File: config.mk
export PLATFORM = sky130hd
export DESIGN_NAME = rsa_startup
export DESIGN_NICKNAME = d
export VERILOG_FILES = /design/src/rsa_pkg.sv /design/src/rsa_startup.sv
export VERILOG_INCLUDE_DIRS = /design/src /design/src/src
export SDC_FILE = /design/constraint.sdc
export NUM_CORES = 1
export LEC_CHECK = 0
export BUFFER_PORTS_ARGS = -buffer_cell sky130_fd_sc_hd__buf_2
export CAP_MARGIN = 15
export CORE_UTILIZATION = 45
export DETAILED_ROUTE_END_ITERATION = 8
export GPL_TIMING_DRIVEN = 0
export PLACE_DENSITY = 0.67
export SLEW_MARGIN = 40
export SYNTH_ARGS = -nofsm -noshare
export SYNTH_HDL_FRONTEND = slang
export SYNTH_SLANG_ARGS = --single-unit
export TNS_END_PERCENT = 1
File: constraint.sdc
create_clock -name core_clk -period 11.68 [get_ports core_clk]
set_clock_uncertainty 0.15 [all_clocks]
set_input_delay 1.168 -clock core_clk [delete_from_list [all_inputs] [get_ports core_clk]]
set_output_delay 1.168 -clock core_clk [all_outputs]
set_load 0.01 [all_outputs]
File: src/rsa_cfg.svh
// Constants for the regulator start-up and address select block
`ifndef RSA_CFG_SVH
`define RSA_CFG_SVH
`define RSA_I2C_BASE_RST 7'h10
`define RSA_PMB_BASE_RST 7'h40
`define RSA_VIN_ON_RST 8'h0A
`define RSA_VIN_OFF_RST 8'h09
`define RSA_SEL_I2C 3'h0
`define RSA_SEL_PMB 3'h1
`define RSA_SEL_VON 3'h2
`define RSA_SEL_VOFF 3'h3
`define RSA_SEL_DLY 3'h4
`define RSA_SEL_RISE 3'h5
`define RSA_SEL_OP 3'h6
`define RSA_CLK_NS 10
`define RSA_MS_NS 1000000
`define RSA_REF_FULL 10'h03E8
`define RSA_DEF_RISE_MS 7'h02
`define RSA_LS_HOLD 4'hF
`define RSA_LS_STEPS 4'h8
`define RSA_FLOAT_CODE 10'h03D7
`define RSA_ADDR_BOUNDS {10'h0383, 10'h0331, 10'h02E8, 10'h029D, 10'h0247, 10'h0208, 10'h01C2, 10'h0186, \
  10'h014E, 10'h011A, 10'h00EA, 10'h00BA, 10'h008F, 10'h0067, 10'h003E}
`endif

File: src/rsa_pkg.sv
// Types shared by the regulator start-up and address select block
package rsa_pkg;
  typedef struct packed {
    logic [6:0] i2c_base;
    logic [6:0] pmb_base;
    logic [7:0] vin_on;
    logic [7:0] vin_off;
    logic [6:0] ton_delay;
    logic [6:0] ton_rise;
    logic default_cfg;
  } rsa_nv_s;
  typedef enum logic [1:0] {
    INIT_LOAD = 2'b00,
    INIT_CONV = 2'b01,
    INIT_WAIT = 2'b10,
    INIT_RUN = 2'b11
  } rsa_init_e;
  typedef enum logic [1:0] {
    SS_IDLE = 2'b00,
    SS_DELAY = 2'b01,
    SS_RAMP = 2'b10,
    SS_DONE = 2'b11
  } rsa_ss_e;
endpackage : rsa_pkg

File: src/rsa_startup.sv
// Start-up, address select and soft-start control of the buck regulator
`timescale 1ns/1ps
`include "rsa_cfg.svh"
// Notes on behaviour
// RULE_01 - Two separate 7-bit base addresses, one for I2C and one for PMBus.
// RULE_02 - A zero base address turns off acknowledging on that bus.
// RULE_03 - Bases reset to 0x10 and 0x40; strap offset adds to each.
// RULE_04 - Strap is converted exactly once during initialization, never again.
// RULE_05 - Strap reading decodes to sixteen offsets, +0 to +15, rising with resistance.
// RULE_06 - After the store load, digital mode answers at base plus offset.
// RULE_07 - Floating strap selects analog mode: bus ignored, three pins go analog.
// RULE_08 - In analog mode working configuration cannot be written.
// RULE_09 - Analog or default config: conversion needs enable pin and input level.
// RULE_10 - Input lockout defaults to 1 V, reprogrammable by turn-on/turn-off levels.
// RULE_11 - Converted input voltage is only reported; comparators make all decisions.
// RULE_12 - Low-side switch stays off until the first high-side pulse.
// RULE_13 - Low-side duty starts at one eighth, rising an eighth per 16 cycles.
// RULE_14 - Reference ramp starts only once conversion is enabled.
// RULE_15 - Analog or default config: reference rises linearly to 0.5 V in 2 ms.
// RULE_16 - Digital mode: ramp start delayed 0 to 127 ms in 1 ms steps.
// RULE_17 - Digital mode: ramp time programmable 1 to 127 ms in 1 ms steps.
// RULE_18 - Overcurrent and overvoltage protection stay armed through start-up.
// RULE_19 - Default config also waits for the address to be read.
// RULE_20 - Offset boundaries sit midway between neighbouring nominal strap readings.
module rsa_startup #(
  parameter int CYC_PER_MS = `RSA_MS_NS / `RSA_CLK_NS
) (
  input wire logic core_clk,
  input wire logic rst_n,
  input wire rsa_pkg::rsa_nv_s nv_cfg,
  input wire logic nv_load_done,
  input wire logic adc_valid,
  input wire logic [9:0] adc_code,
  input wire logic [9:0] vin_adc_code,
  input wire logic host_wr_en,
  input wire logic [2:0] host_wr_sel,
  input wire logic [7:0] host_wr_data,
  input wire logic enable_pin,
  input wire logic vin_ok_cmp,
  input wire logic ocp_trip,
  input wire logic ovp_trip,
  input wire logic sw_cycle_tick,
  input wire logic hs_pulse,
  output logic adc_start,
  output logic [6:0] i2c_addr,
  output logic [6:0] pmb_addr,
  output logic i2c_ack_en,
  output logic pmb_ack_en,
  output logic analog_mode,
  output logic [7:0] vin_on_thr,
  output logic [7:0] vin_off_thr,
  output logic [9:0] vin_report,
  output logic conv_en,
  output logic [9:0] ref_code,
  output logic [3:0] ls_duty,
  output logic prot_armed,
  output logic fault
);
  localparam int STEP_CYC = CYC_PER_MS / int'(`RSA_REF_FULL);

  // Refused at elaboration: the reference needs at least one cycle per step
  if (STEP_CYC < 1) begin : g_bad_step
    $error("CYC_PER_MS too small for the reference resolution");
  end

  // ****************************************
  // Offset decode
  // ****************************************
  // RULE_05 strap to offset
  function automatic logic [3:0] offset_of(input logic [9:0] code);
    logic [149:0] bounds;
    logic [3:0] n;
    bounds = `RSA_ADDR_BOUNDS;
    n = 4'h0;
    for (int i = 0; i < 15; i++) begin
      // RULE_20 midway boundaries
      if (code >= bounds[i*10 +: 10]) begin
        n = n + 4'h1;
      end
    end
    return n;
  endfunction : offset_of

  // ****************************************
  // Input synchronisers
  // ****************************************
  logic [1:0] en_sync_r, vin_sync_r, ocp_sync_r, ovp_sync_r;
  always_ff @(posedge core_clk) begin
    if (!rst_n) begin
      en_sync_r <= 2'b00;
      vin_sync_r <= 2'b00;
      ocp_sync_r <= 2'b00;
      ovp_sync_r <= 2'b00;
    end else begin
      en_sync_r <= {en_sync_r[0], enable_pin};
      vin_sync_r <= {vin_sync_r[0], vin_ok_cmp};
      ocp_sync_r <= {ocp_sync_r[0], ocp_trip};
      ovp_sync_r <= {ovp_sync_r[0], ovp_trip};
    end
  end
  wire en_s = en_sync_r[1];
  wire vin_s = vin_sync_r[1];
  wire trip_s = ocp_sync_r[1] | ovp_sync_r[1];

  // ****************************************
  // Initialization sequence
  // ****************************************
  rsa_pkg::rsa_init_e init_r, init_nxt;
  logic [3:0] offset_r;
  logic addr_done_r;
  logic [6:0] i2c_base_r, pmb_base_r, dly_ms_r, rise_ms_r;
  logic default_cfg_r, op_on_r;
  wire strap_float = adc_code >= `RSA_FLOAT_CODE;
  wire is_conv = init_r == rsa_pkg::INIT_CONV;
  wire conv_done = init_r == rsa_pkg::INIT_WAIT && adc_valid;

  always_comb begin
    case (init_r)
      rsa_pkg::INIT_LOAD: init_nxt = nv_load_done ? rsa_pkg::INIT_CONV : rsa_pkg::INIT_LOAD;
      rsa_pkg::INIT_CONV: init_nxt = rsa_pkg::INIT_WAIT;
      rsa_pkg::INIT_WAIT: init_nxt = adc_valid ? rsa_pkg::INIT_RUN : rsa_pkg::INIT_WAIT;
      // RULE_04 no further strap reads
      rsa_pkg::INIT_RUN: init_nxt = rsa_pkg::INIT_RUN;
      default: init_nxt = rsa_pkg::INIT_LOAD;
    endcase
  end

  // RULE_08 writes locked in analog mode
  wire wr_ok = host_wr_en && init_r == rsa_pkg::INIT_RUN && !analog_mode;
  wire wr_i2c = wr_ok && host_wr_sel == `RSA_SEL_I2C;
  wire wr_pmb = wr_ok && host_wr_sel == `RSA_SEL_PMB;
  wire [6:0] i2c_base_nxt = wr_i2c ? host_wr_data[6:0] : i2c_base_r;
  wire [6:0] pmb_base_nxt = wr_pmb ? host_wr_data[6:0] : pmb_base_r;

  always_ff @(posedge core_clk) begin
    if (!rst_n) begin
      init_r <= rsa_pkg::INIT_LOAD;
      adc_start <= 1'b0;
      offset_r <= 4'h0;
      addr_done_r <= 1'b0;
      analog_mode <= 1'b0;
    end else begin
      init_r <= init_nxt;
      adc_start <= is_conv;
      if (conv_done) begin
        // RULE_04 single capture
        offset_r <= offset_of(adc_code);
        addr_done_r <= 1'b1;
        // RULE_07 floating strap
        analog_mode <= strap_float;
      end
    end
  end

  // ****************************************
  // Working configuration
  // ****************************************
  always_ff @(posedge core_clk) begin
    if (!rst_n) begin
      // RULE_01 two bases
      // RULE_03 base defaults
      i2c_base_r <= `RSA_I2C_BASE_RST;
      pmb_base_r <= `RSA_PMB_BASE_RST;
      // RULE_10 1 V lockout default
      vin_on_thr <= `RSA_VIN_ON_RST;
      vin_off_thr <= `RSA_VIN_OFF_RST;
      dly_ms_r <= 7'h00;
      rise_ms_r <= `RSA_DEF_RISE_MS;
      default_cfg_r <= 1'b1;
      op_on_r <= 1'b0;
    end else if (init_r == rsa_pkg::INIT_LOAD && nv_load_done) begin
      i2c_base_r <= nv_cfg.i2c_base;
      pmb_base_r <= nv_cfg.pmb_base;
      vin_on_thr <= nv_cfg.vin_on;
      vin_off_thr <= nv_cfg.vin_off;
      dly_ms_r <= nv_cfg.ton_delay;
      // A zero rise time in the store would stall the ramp, so keep the default
      rise_ms_r <= (nv_cfg.ton_rise == 7'h00) ? `RSA_DEF_RISE_MS : nv_cfg.ton_rise;
      default_cfg_r <= nv_cfg.default_cfg;
    end else if (wr_ok) begin
      i2c_base_r <= i2c_base_nxt;
      pmb_base_r <= pmb_base_nxt;
      // RULE_10 reprogrammable levels
      if (host_wr_sel == `RSA_SEL_VON) vin_on_thr <= host_wr_data;
      if (host_wr_sel == `RSA_SEL_VOFF) vin_off_thr <= host_wr_data;
      if (host_wr_sel == `RSA_SEL_DLY) dly_ms_r <= host_wr_data[6:0];
      // RULE_17 rise is at least 1 ms
      if (host_wr_sel == `RSA_SEL_RISE && host_wr_data[6:0] != 7'h00) rise_ms_r <= host_wr_data[6:0];
      if (host_wr_sel == `RSA_SEL_OP) op_on_r <= host_wr_data[0];
    end
  end

  // ****************************************
  // Bus address and acknowledge enables
  // ****************************************
  // RULE_06 respond at base plus offset
  wire [6:0] i2c_addr_nxt = 7'(i2c_base_nxt + {3'h0, offset_r});
  wire [6:0] pmb_addr_nxt = 7'(pmb_base_nxt + {3'h0, offset_r});
  wire live = addr_done_r && !analog_mode;

  always_ff @(posedge core_clk) begin
    if (!rst_n) begin
      i2c_addr <= 7'h00;
      pmb_addr <= 7'h00;
      i2c_ack_en <= 1'b0;
      pmb_ack_en <= 1'b0;
      vin_report <= 10'h000;
    end else begin
      i2c_addr <= i2c_addr_nxt;
      pmb_addr <= pmb_addr_nxt;
      // RULE_02 zero base disables
      i2c_ack_en <= live && i2c_base_nxt != 7'h00;
      pmb_ack_en <= live && pmb_base_nxt != 7'h00;
      // RULE_11 report only
      vin_report <= vin_adc_code;
    end
  end

  // ****************************************
  // Conversion enable and protection
  // ****************************************
  wire plain_cfg = analog_mode || default_cfg_r;
  // RULE_09 pin and input gating
  // RULE_19 waits for address read
  wire conv_req = addr_done_r && vin_s && (plain_cfg ? en_s : (en_s || op_on_r));
  // RULE_14 enable prerequisites
  wire conv_nxt = conv_req && !fault && !trip_s;

  always_ff @(posedge core_clk) begin
    if (!rst_n) begin
      conv_en <= 1'b0;
      fault <= 1'b0;
      prot_armed <= 1'b0;
    end else begin
      conv_en <= conv_nxt;
      // RULE_18 protection armed always
      prot_armed <= 1'b1;
      if (trip_s) begin
        fault <= 1'b1;
      end else if (!conv_req) begin
        fault <= 1'b0;
      end
    end
  end

  // ****************************************
  // Soft-start reference ramp
  // ****************************************
  rsa_pkg::rsa_ss_e ss_r, ss_nxt;
  logic [31:0] cyc_r;
  logic [6:0] ms_r;
  // RULE_15 fixed 2 ms without delay
  wire [6:0] dly_eff = plain_cfg ? 7'h00 : dly_ms_r;
  wire [6:0] rise_eff = plain_cfg ? `RSA_DEF_RISE_MS : rise_ms_r;
  wire [31:0] step_len = 32'(rise_eff) * 32'(STEP_CYC);
  wire ms_tick = cyc_r == 32'(CYC_PER_MS - 1);
  wire step_tick = cyc_r == step_len - 32'h0000_0001;
  // RULE_16 start delay
  wire dly_over = ms_r == dly_eff;

  always_comb begin
    case (ss_r)
      rsa_pkg::SS_IDLE: ss_nxt = conv_en ? rsa_pkg::SS_DELAY : rsa_pkg::SS_IDLE;
      rsa_pkg::SS_DELAY: ss_nxt = dly_over ? rsa_pkg::SS_RAMP : rsa_pkg::SS_DELAY;
      rsa_pkg::SS_RAMP: ss_nxt = (step_tick && ref_code == `RSA_REF_FULL - 10'h001) ?
                                 rsa_pkg::SS_DONE : rsa_pkg::SS_RAMP;
      rsa_pkg::SS_DONE: ss_nxt = rsa_pkg::SS_DONE;
      default: ss_nxt = rsa_pkg::SS_IDLE;
    endcase
    if (!conv_en) ss_nxt = rsa_pkg::SS_IDLE;
  end

  always_ff @(posedge core_clk) begin
    if (!rst_n || !conv_en) begin
      ss_r <= rsa_pkg::SS_IDLE;
      cyc_r <= 32'h0000_0000;
      ms_r <= 7'h00;
      ref_code <= 10'h000;
    end else begin
      ss_r <= ss_nxt;
      if (ss_r == rsa_pkg::SS_DELAY && !dly_over) begin
        cyc_r <= ms_tick ? 32'h0000_0000 : cyc_r + 32'h0000_0001;
        if (ms_tick) ms_r <= ms_r + 7'h01;
      end else if (ss_r == rsa_pkg::SS_RAMP) begin
        // RULE_17 linear ramp over rise time
        cyc_r <= step_tick ? 32'h0000_0000 : cyc_r + 32'h0000_0001;
        if (step_tick) ref_code <= ref_code + 10'h001;
      end
    end
  end

  // ****************************************
  // Pre-bias low-side stepping
  // ****************************************
  logic [3:0] ls_cnt_r;
  wire ls_step = sw_cycle_tick && ls_duty != 4'h0 && ls_duty != `RSA_LS_STEPS && ls_cnt_r == `RSA_LS_HOLD;

  always_ff @(posedge core_clk) begin
    if (!rst_n || !conv_en) begin
      ls_duty <= 4'h0;
      ls_cnt_r <= 4'h0;
    end else if (ls_duty == 4'h0) begin
      // RULE_12 off until high-side pulse
      // RULE_13 first step one eighth
      if (hs_pulse) ls_duty <= 4'h1;
    end else if (sw_cycle_tick && ls_duty != `RSA_LS_STEPS) begin
      // RULE_13 16 cycles per step
      ls_cnt_r <= ls_cnt_r + 4'h1;
      if (ls_step) ls_duty <= ls_duty + 4'h1;
    end
  end

  // ****************************************
  // Checks
  // ****************************************
  chk_lowside_held: assert property (@(posedge core_clk) disable iff (!rst_n) // RULE_12
    $rose(ls_duty != 4'h0) |-> $past(hs_pulse)) else $error("low side on before high side pulse");
  chk_step_len: assert property (@(posedge core_clk) disable iff (!rst_n) // RULE_13
    (ls_step && conv_en) |=> ls_duty == $past(ls_duty) + 4'h1) else $error("duty step wrong");
  chk_ramp_gated: assert property (@(posedge core_clk) disable iff (!rst_n) // RULE_14
    ref_code != 10'h000 |-> $past(conv_en)) else $error("ramp without enable");
  chk_zero_base: assert property (@(posedge core_clk) disable iff (!rst_n) // RULE_02
    (i2c_ack_en |-> i2c_base_r != 7'h00) and (pmb_ack_en |-> pmb_base_r != 7'h00) and
    (analog_mode |-> !i2c_ack_en && !pmb_ack_en)) else $error("ack while disabled");
  chk_analog_lock: assert property (@(posedge core_clk) disable iff (!rst_n) // RULE_08
    (analog_mode && $past(analog_mode)) |-> $stable(vin_on_thr) && $stable(i2c_base_r))
    else $error("config changed in analog mode");
  chk_single_read: assert property (@(posedge core_clk) disable iff (!rst_n) // RULE_04
    addr_done_r && $past(addr_done_r) |-> $stable(offset_r) && !adc_start) else $error("strap reread");
  chk_conv_gate: assert property (@(posedge core_clk) disable iff (!rst_n) // RULE_09
    conv_en && plain_cfg |-> $past(en_s) && $past(vin_s) && $past(addr_done_r)) else $error("bad enable");
  chk_addr_sum: assert property (@(posedge core_clk) disable iff (!rst_n) // RULE_06
    $past(rst_n) && $stable(i2c_base_r) && $stable(offset_r) |->
    i2c_addr == 7'(i2c_base_r + {3'h0, offset_r}))
    else $error("address not base plus offset");
  chk_trip_stop: assert property (@(posedge core_clk) disable iff (!rst_n) // RULE_18
    trip_s |=> !conv_en ##1 !conv_en) else $error("conversion kept on after trip");
endmodule : rsa_startup

==> key figures <==
Setup path
  – Worst Setup End Kind: flip-flop
  – Slowest stage delay, CP: between 0.6 and 0.7 ns
  – Worst path most repeated cell: ha_1
  – WS Path Type: in2reg
  – Slowest cell on the critical path: a2111oi_1
  – CP max FO: 10
  – Critical path launch point type: primary input
  – Worst EP required: 11.87 ns
  – Worst EP arrival: 10.21 ns

STA
  – Worst rel slew slack: 49.99%
  – Final setup violation count: 0
  – Min cycle time layout: approximately 10 ns
  – WHS: roughly 0.28 ns
  – Slew @ Worst Pin: ~0.75 ns
  – Worst setup margin: 1.652 ns
  – Fin. max-slew vios: 0
  – Hold Vio Cnt, Final: 0
  – Final period util: 85.85%
  – Setup TNS: 0 ns
  – FMAX: around 0.1 GHz
  – RSZ-0062 raised after global routing: no

Floorplan
  – Boundary Pins: 148
  – Die W: approximately 160 um
  – Initial Utilization: 46.36%
  – Die H: 155.4 um
  – Core area: between 20000 and 25000 um2
  – Die area: roughly 24000 um2
  – Site Rows: 55

Placement
  – Pre-CTS WS: approximately 1.3 ns
  – HPWL Detailed: roughly 22 mm
  – Gp weighted congestion: roughly 0.87
  – I/O Buffers: around 140
  – Dpl cells: about 1800

Drt
  – WL final: approximately 29 mm
  – Via count: approximately 10000
  – Drt wl/cell: around 16 um
  – DRC errors left: 0
  – Routed Antenna Nets: 0
  – First-pass DRT Iterations: 5
  – Met2 WL: between 10 and 15 mm
  – Highest routed layer: met4
  – Total length of routed met3 wires: 1.331 mm
  – DRT iter0 DRCs: a little under 700
  – M1 WL: about 14 mm
  – Vias per inst: 5.755

Logic synthesis
  – Top cells by area, synth: dfxtp_1, ha_1, nor2_1
  – Distinct cells, synth: 98
  – Yosys top cell area share: 28.54%
  – Ys Warns: 0
  – Sequential element share of the synthesized area: ~29%
  – Post-synth EDFFs: 0
  – Cell count after synthesis: about 1300
  – Yosys reg bits: ~150
  – Syn_area_per_cell: 8.006 um2
  – Largest area contributor in the netlist: dfxtp_1
  – Async SR Flop Fraction: 0%
  – Post-synth design cell area: 10590 um2
  – Syn_nets: roughly 1500
  – Main synth FF type: dfxtp_1

CTS
  – Post-CTS resize count: 0
  – Clk slew on worst S/H paths: ~0.060 ns
  – TritonCTS clock tree: done
  – Cts-stage hold buffer count: 0
  – Setup bufs post-CTS: 0
  – Clock net sink count: 151
  – Clock tree buffer depth: 2
  – H-tree levels: 4
  – Clock Latency Late Sink: 0.44 ns
  – CTS buffer count: 17
  – Root Buffer: clkbuf_16

Final layout
  – Post-Layout Cell Count: about 1800
  – Antenna diodes: 0
  – Layout cells sized above 1: around 16%
  – Most common cell after layout, fill and taps aside: buf_2
  – Synth-to-layout area growth: 16.34%
  – Most frequent cells in the layout: buf_2, dfxtp_1, nor2_1
  – Layout net count: roughly 1600

GRT
  – First-pass GRT wire length: roughly 48 mm
  – Largest net degree at the start of global routing: 17
  – Overflow after GRT: 0
  – All-layer global routing usage: between 20% and 30%
  – Vias in the first global route: 9699
  – Antenna violations before repair: 2

Power and ir drop
  – Maximum vdd drop: between 0.00007 and 0.00008 V
  – Seq pwr share: 37.6%
  – Pwr Density: roughly 120 nW/um2
  – Switching share of power: 32.46%
  – Int Pwr: around 0.00099 W
  – Total Power: between 0.001 and 0.0015 W
  – Leakage power: just under 5 nW
  – Combinational group share of total power: between 20% and 30%
  – Clock share of power: a little under two fifths
  – Sw Pwr: between 0.0004 and 0.0005 W

Hold path
  – Hold Path Class: reg2reg

Status
  – Status: complete, no violations

Job
  – Max-cap violations: 0
power by group through the flow:
stage                     Combinational [W]  Clock (W)  Sequential [W]
final                              0.000364   0.000551        0.000550
after global routing               0.000404   0.000577        0.000553
after CTS                          0.000362   0.000555        0.000550
after detailed placement           0.000360          0        0.000561
after global placement             0.000352          0        0.000561
after floorplan                    0.000259          0        0.000565
area by class of cell:
| type | instances | area [um2] |
|---|---|---|
| Fill cell | 2215 | 10530 |
| Multi-Input combinational cell | 1036 | 7048 |
| Sequential cell | 151 | 3023 |
| Timing Repair Buffer | 145 | 728.2 |
| Clock buffer | 17 | 425.4 |
| Tap cell | 313 | 391.6 |
| Buffer | 73 | 315.3 |
| Inverter | 63 | 236.5 |
| Clock inverter | 15 | 153.9 |
per-layer routing:
layer | GRT usage [%] | vias to the layer above
met3 | 3.510 | 44
li1 | - | 5191
met1 | 31.68 | 4926
met5 | 0 | -
met2 | 40.59 | 272
met4 | 7.423 | 0
through the flow:
stage	area (um2)	utilization, %
after floorplan	10590	-
after global placement	11700	51.23
after detailed placement	11740	51.40
after CTS	12320	53.93
after global routing	12320	53.93
final	12320	53.93
synth_stat cells (all sizes together) (23+ instances only):
master	count
ha	55
xnor2	41
o211ai	23
a31oi	33
a21oi	43
a211oi	34
nand4	25
nor2	144
and2	33
mux2i	44
dfxtp	151
nand2	124
inv	62
o21ai	40
or3	24
clkbuf	55
nor3	40
nand3	53
cells by family (layout without fill, tap and decap cells):
family,count (synthesis),after routing,synth area share (%)
AND/OR/NAND/NOR,563,563,27.25
multiplexers,47,47,4.477
buffers and inverters,136,313,5.210
XOR/XNOR,66,66,5.847
flip-flops,151,151,28.54
adder cells (fa/ha/maj),59,59,7.253
AO/OA/AOI/OAI,301,301,21.42
flip-flops by register name, indices dropped and copies added (netlist names), 2 cells and up:
signal / cells
pmb_base_r: 7
i2c_addr: 7
ref_code: 10
en_sync_r: 2
ls_cnt_r: 4
ms_r: 7
ss_r: 2
rise_ms_r: 7
ls_duty: 4
cyc_r: 32
vin_off_thr: 8
vin_sync_r: 2
pmb_addr: 7
ovp_sync_r: 2
dly_ms_r: 7
offset_r: 4
vin_on_thr: 8
vin_report: 10
ocp_sync_r: 2
i2c_base_r: 7
init_r: 2
worst max-delay path, delay by kind of cell:
kind | cells | cell delay (ns)
compound gates | 11 | 3.36
buf+inv | 6 | 1.33
mux | 1 | 0.27
fa+ha+maj | 6 | 1.84
simple gates | 11 | 1.46
xor+xnor | 3 | 0.76
worst paths after layout:
| path | startpoint | endpoint | slack [ns] | cells past startpoint |
|---|---|---|---|---|
| max reg2reg | analog_mode | cyc_r[8] | 5.71 | 21 |
| min reg2reg | ovp_sync_r[0] | ovp_sync_r[1] | 0.28 | 1 |
| max | adc_code[5] | offset_r[3] | 1.65 | 38 |
| min | ovp_sync_r[0] | ovp_sync_r[1] | 0.28 | 1 |
Note: power is estimated with default switching activity, not from simulation.
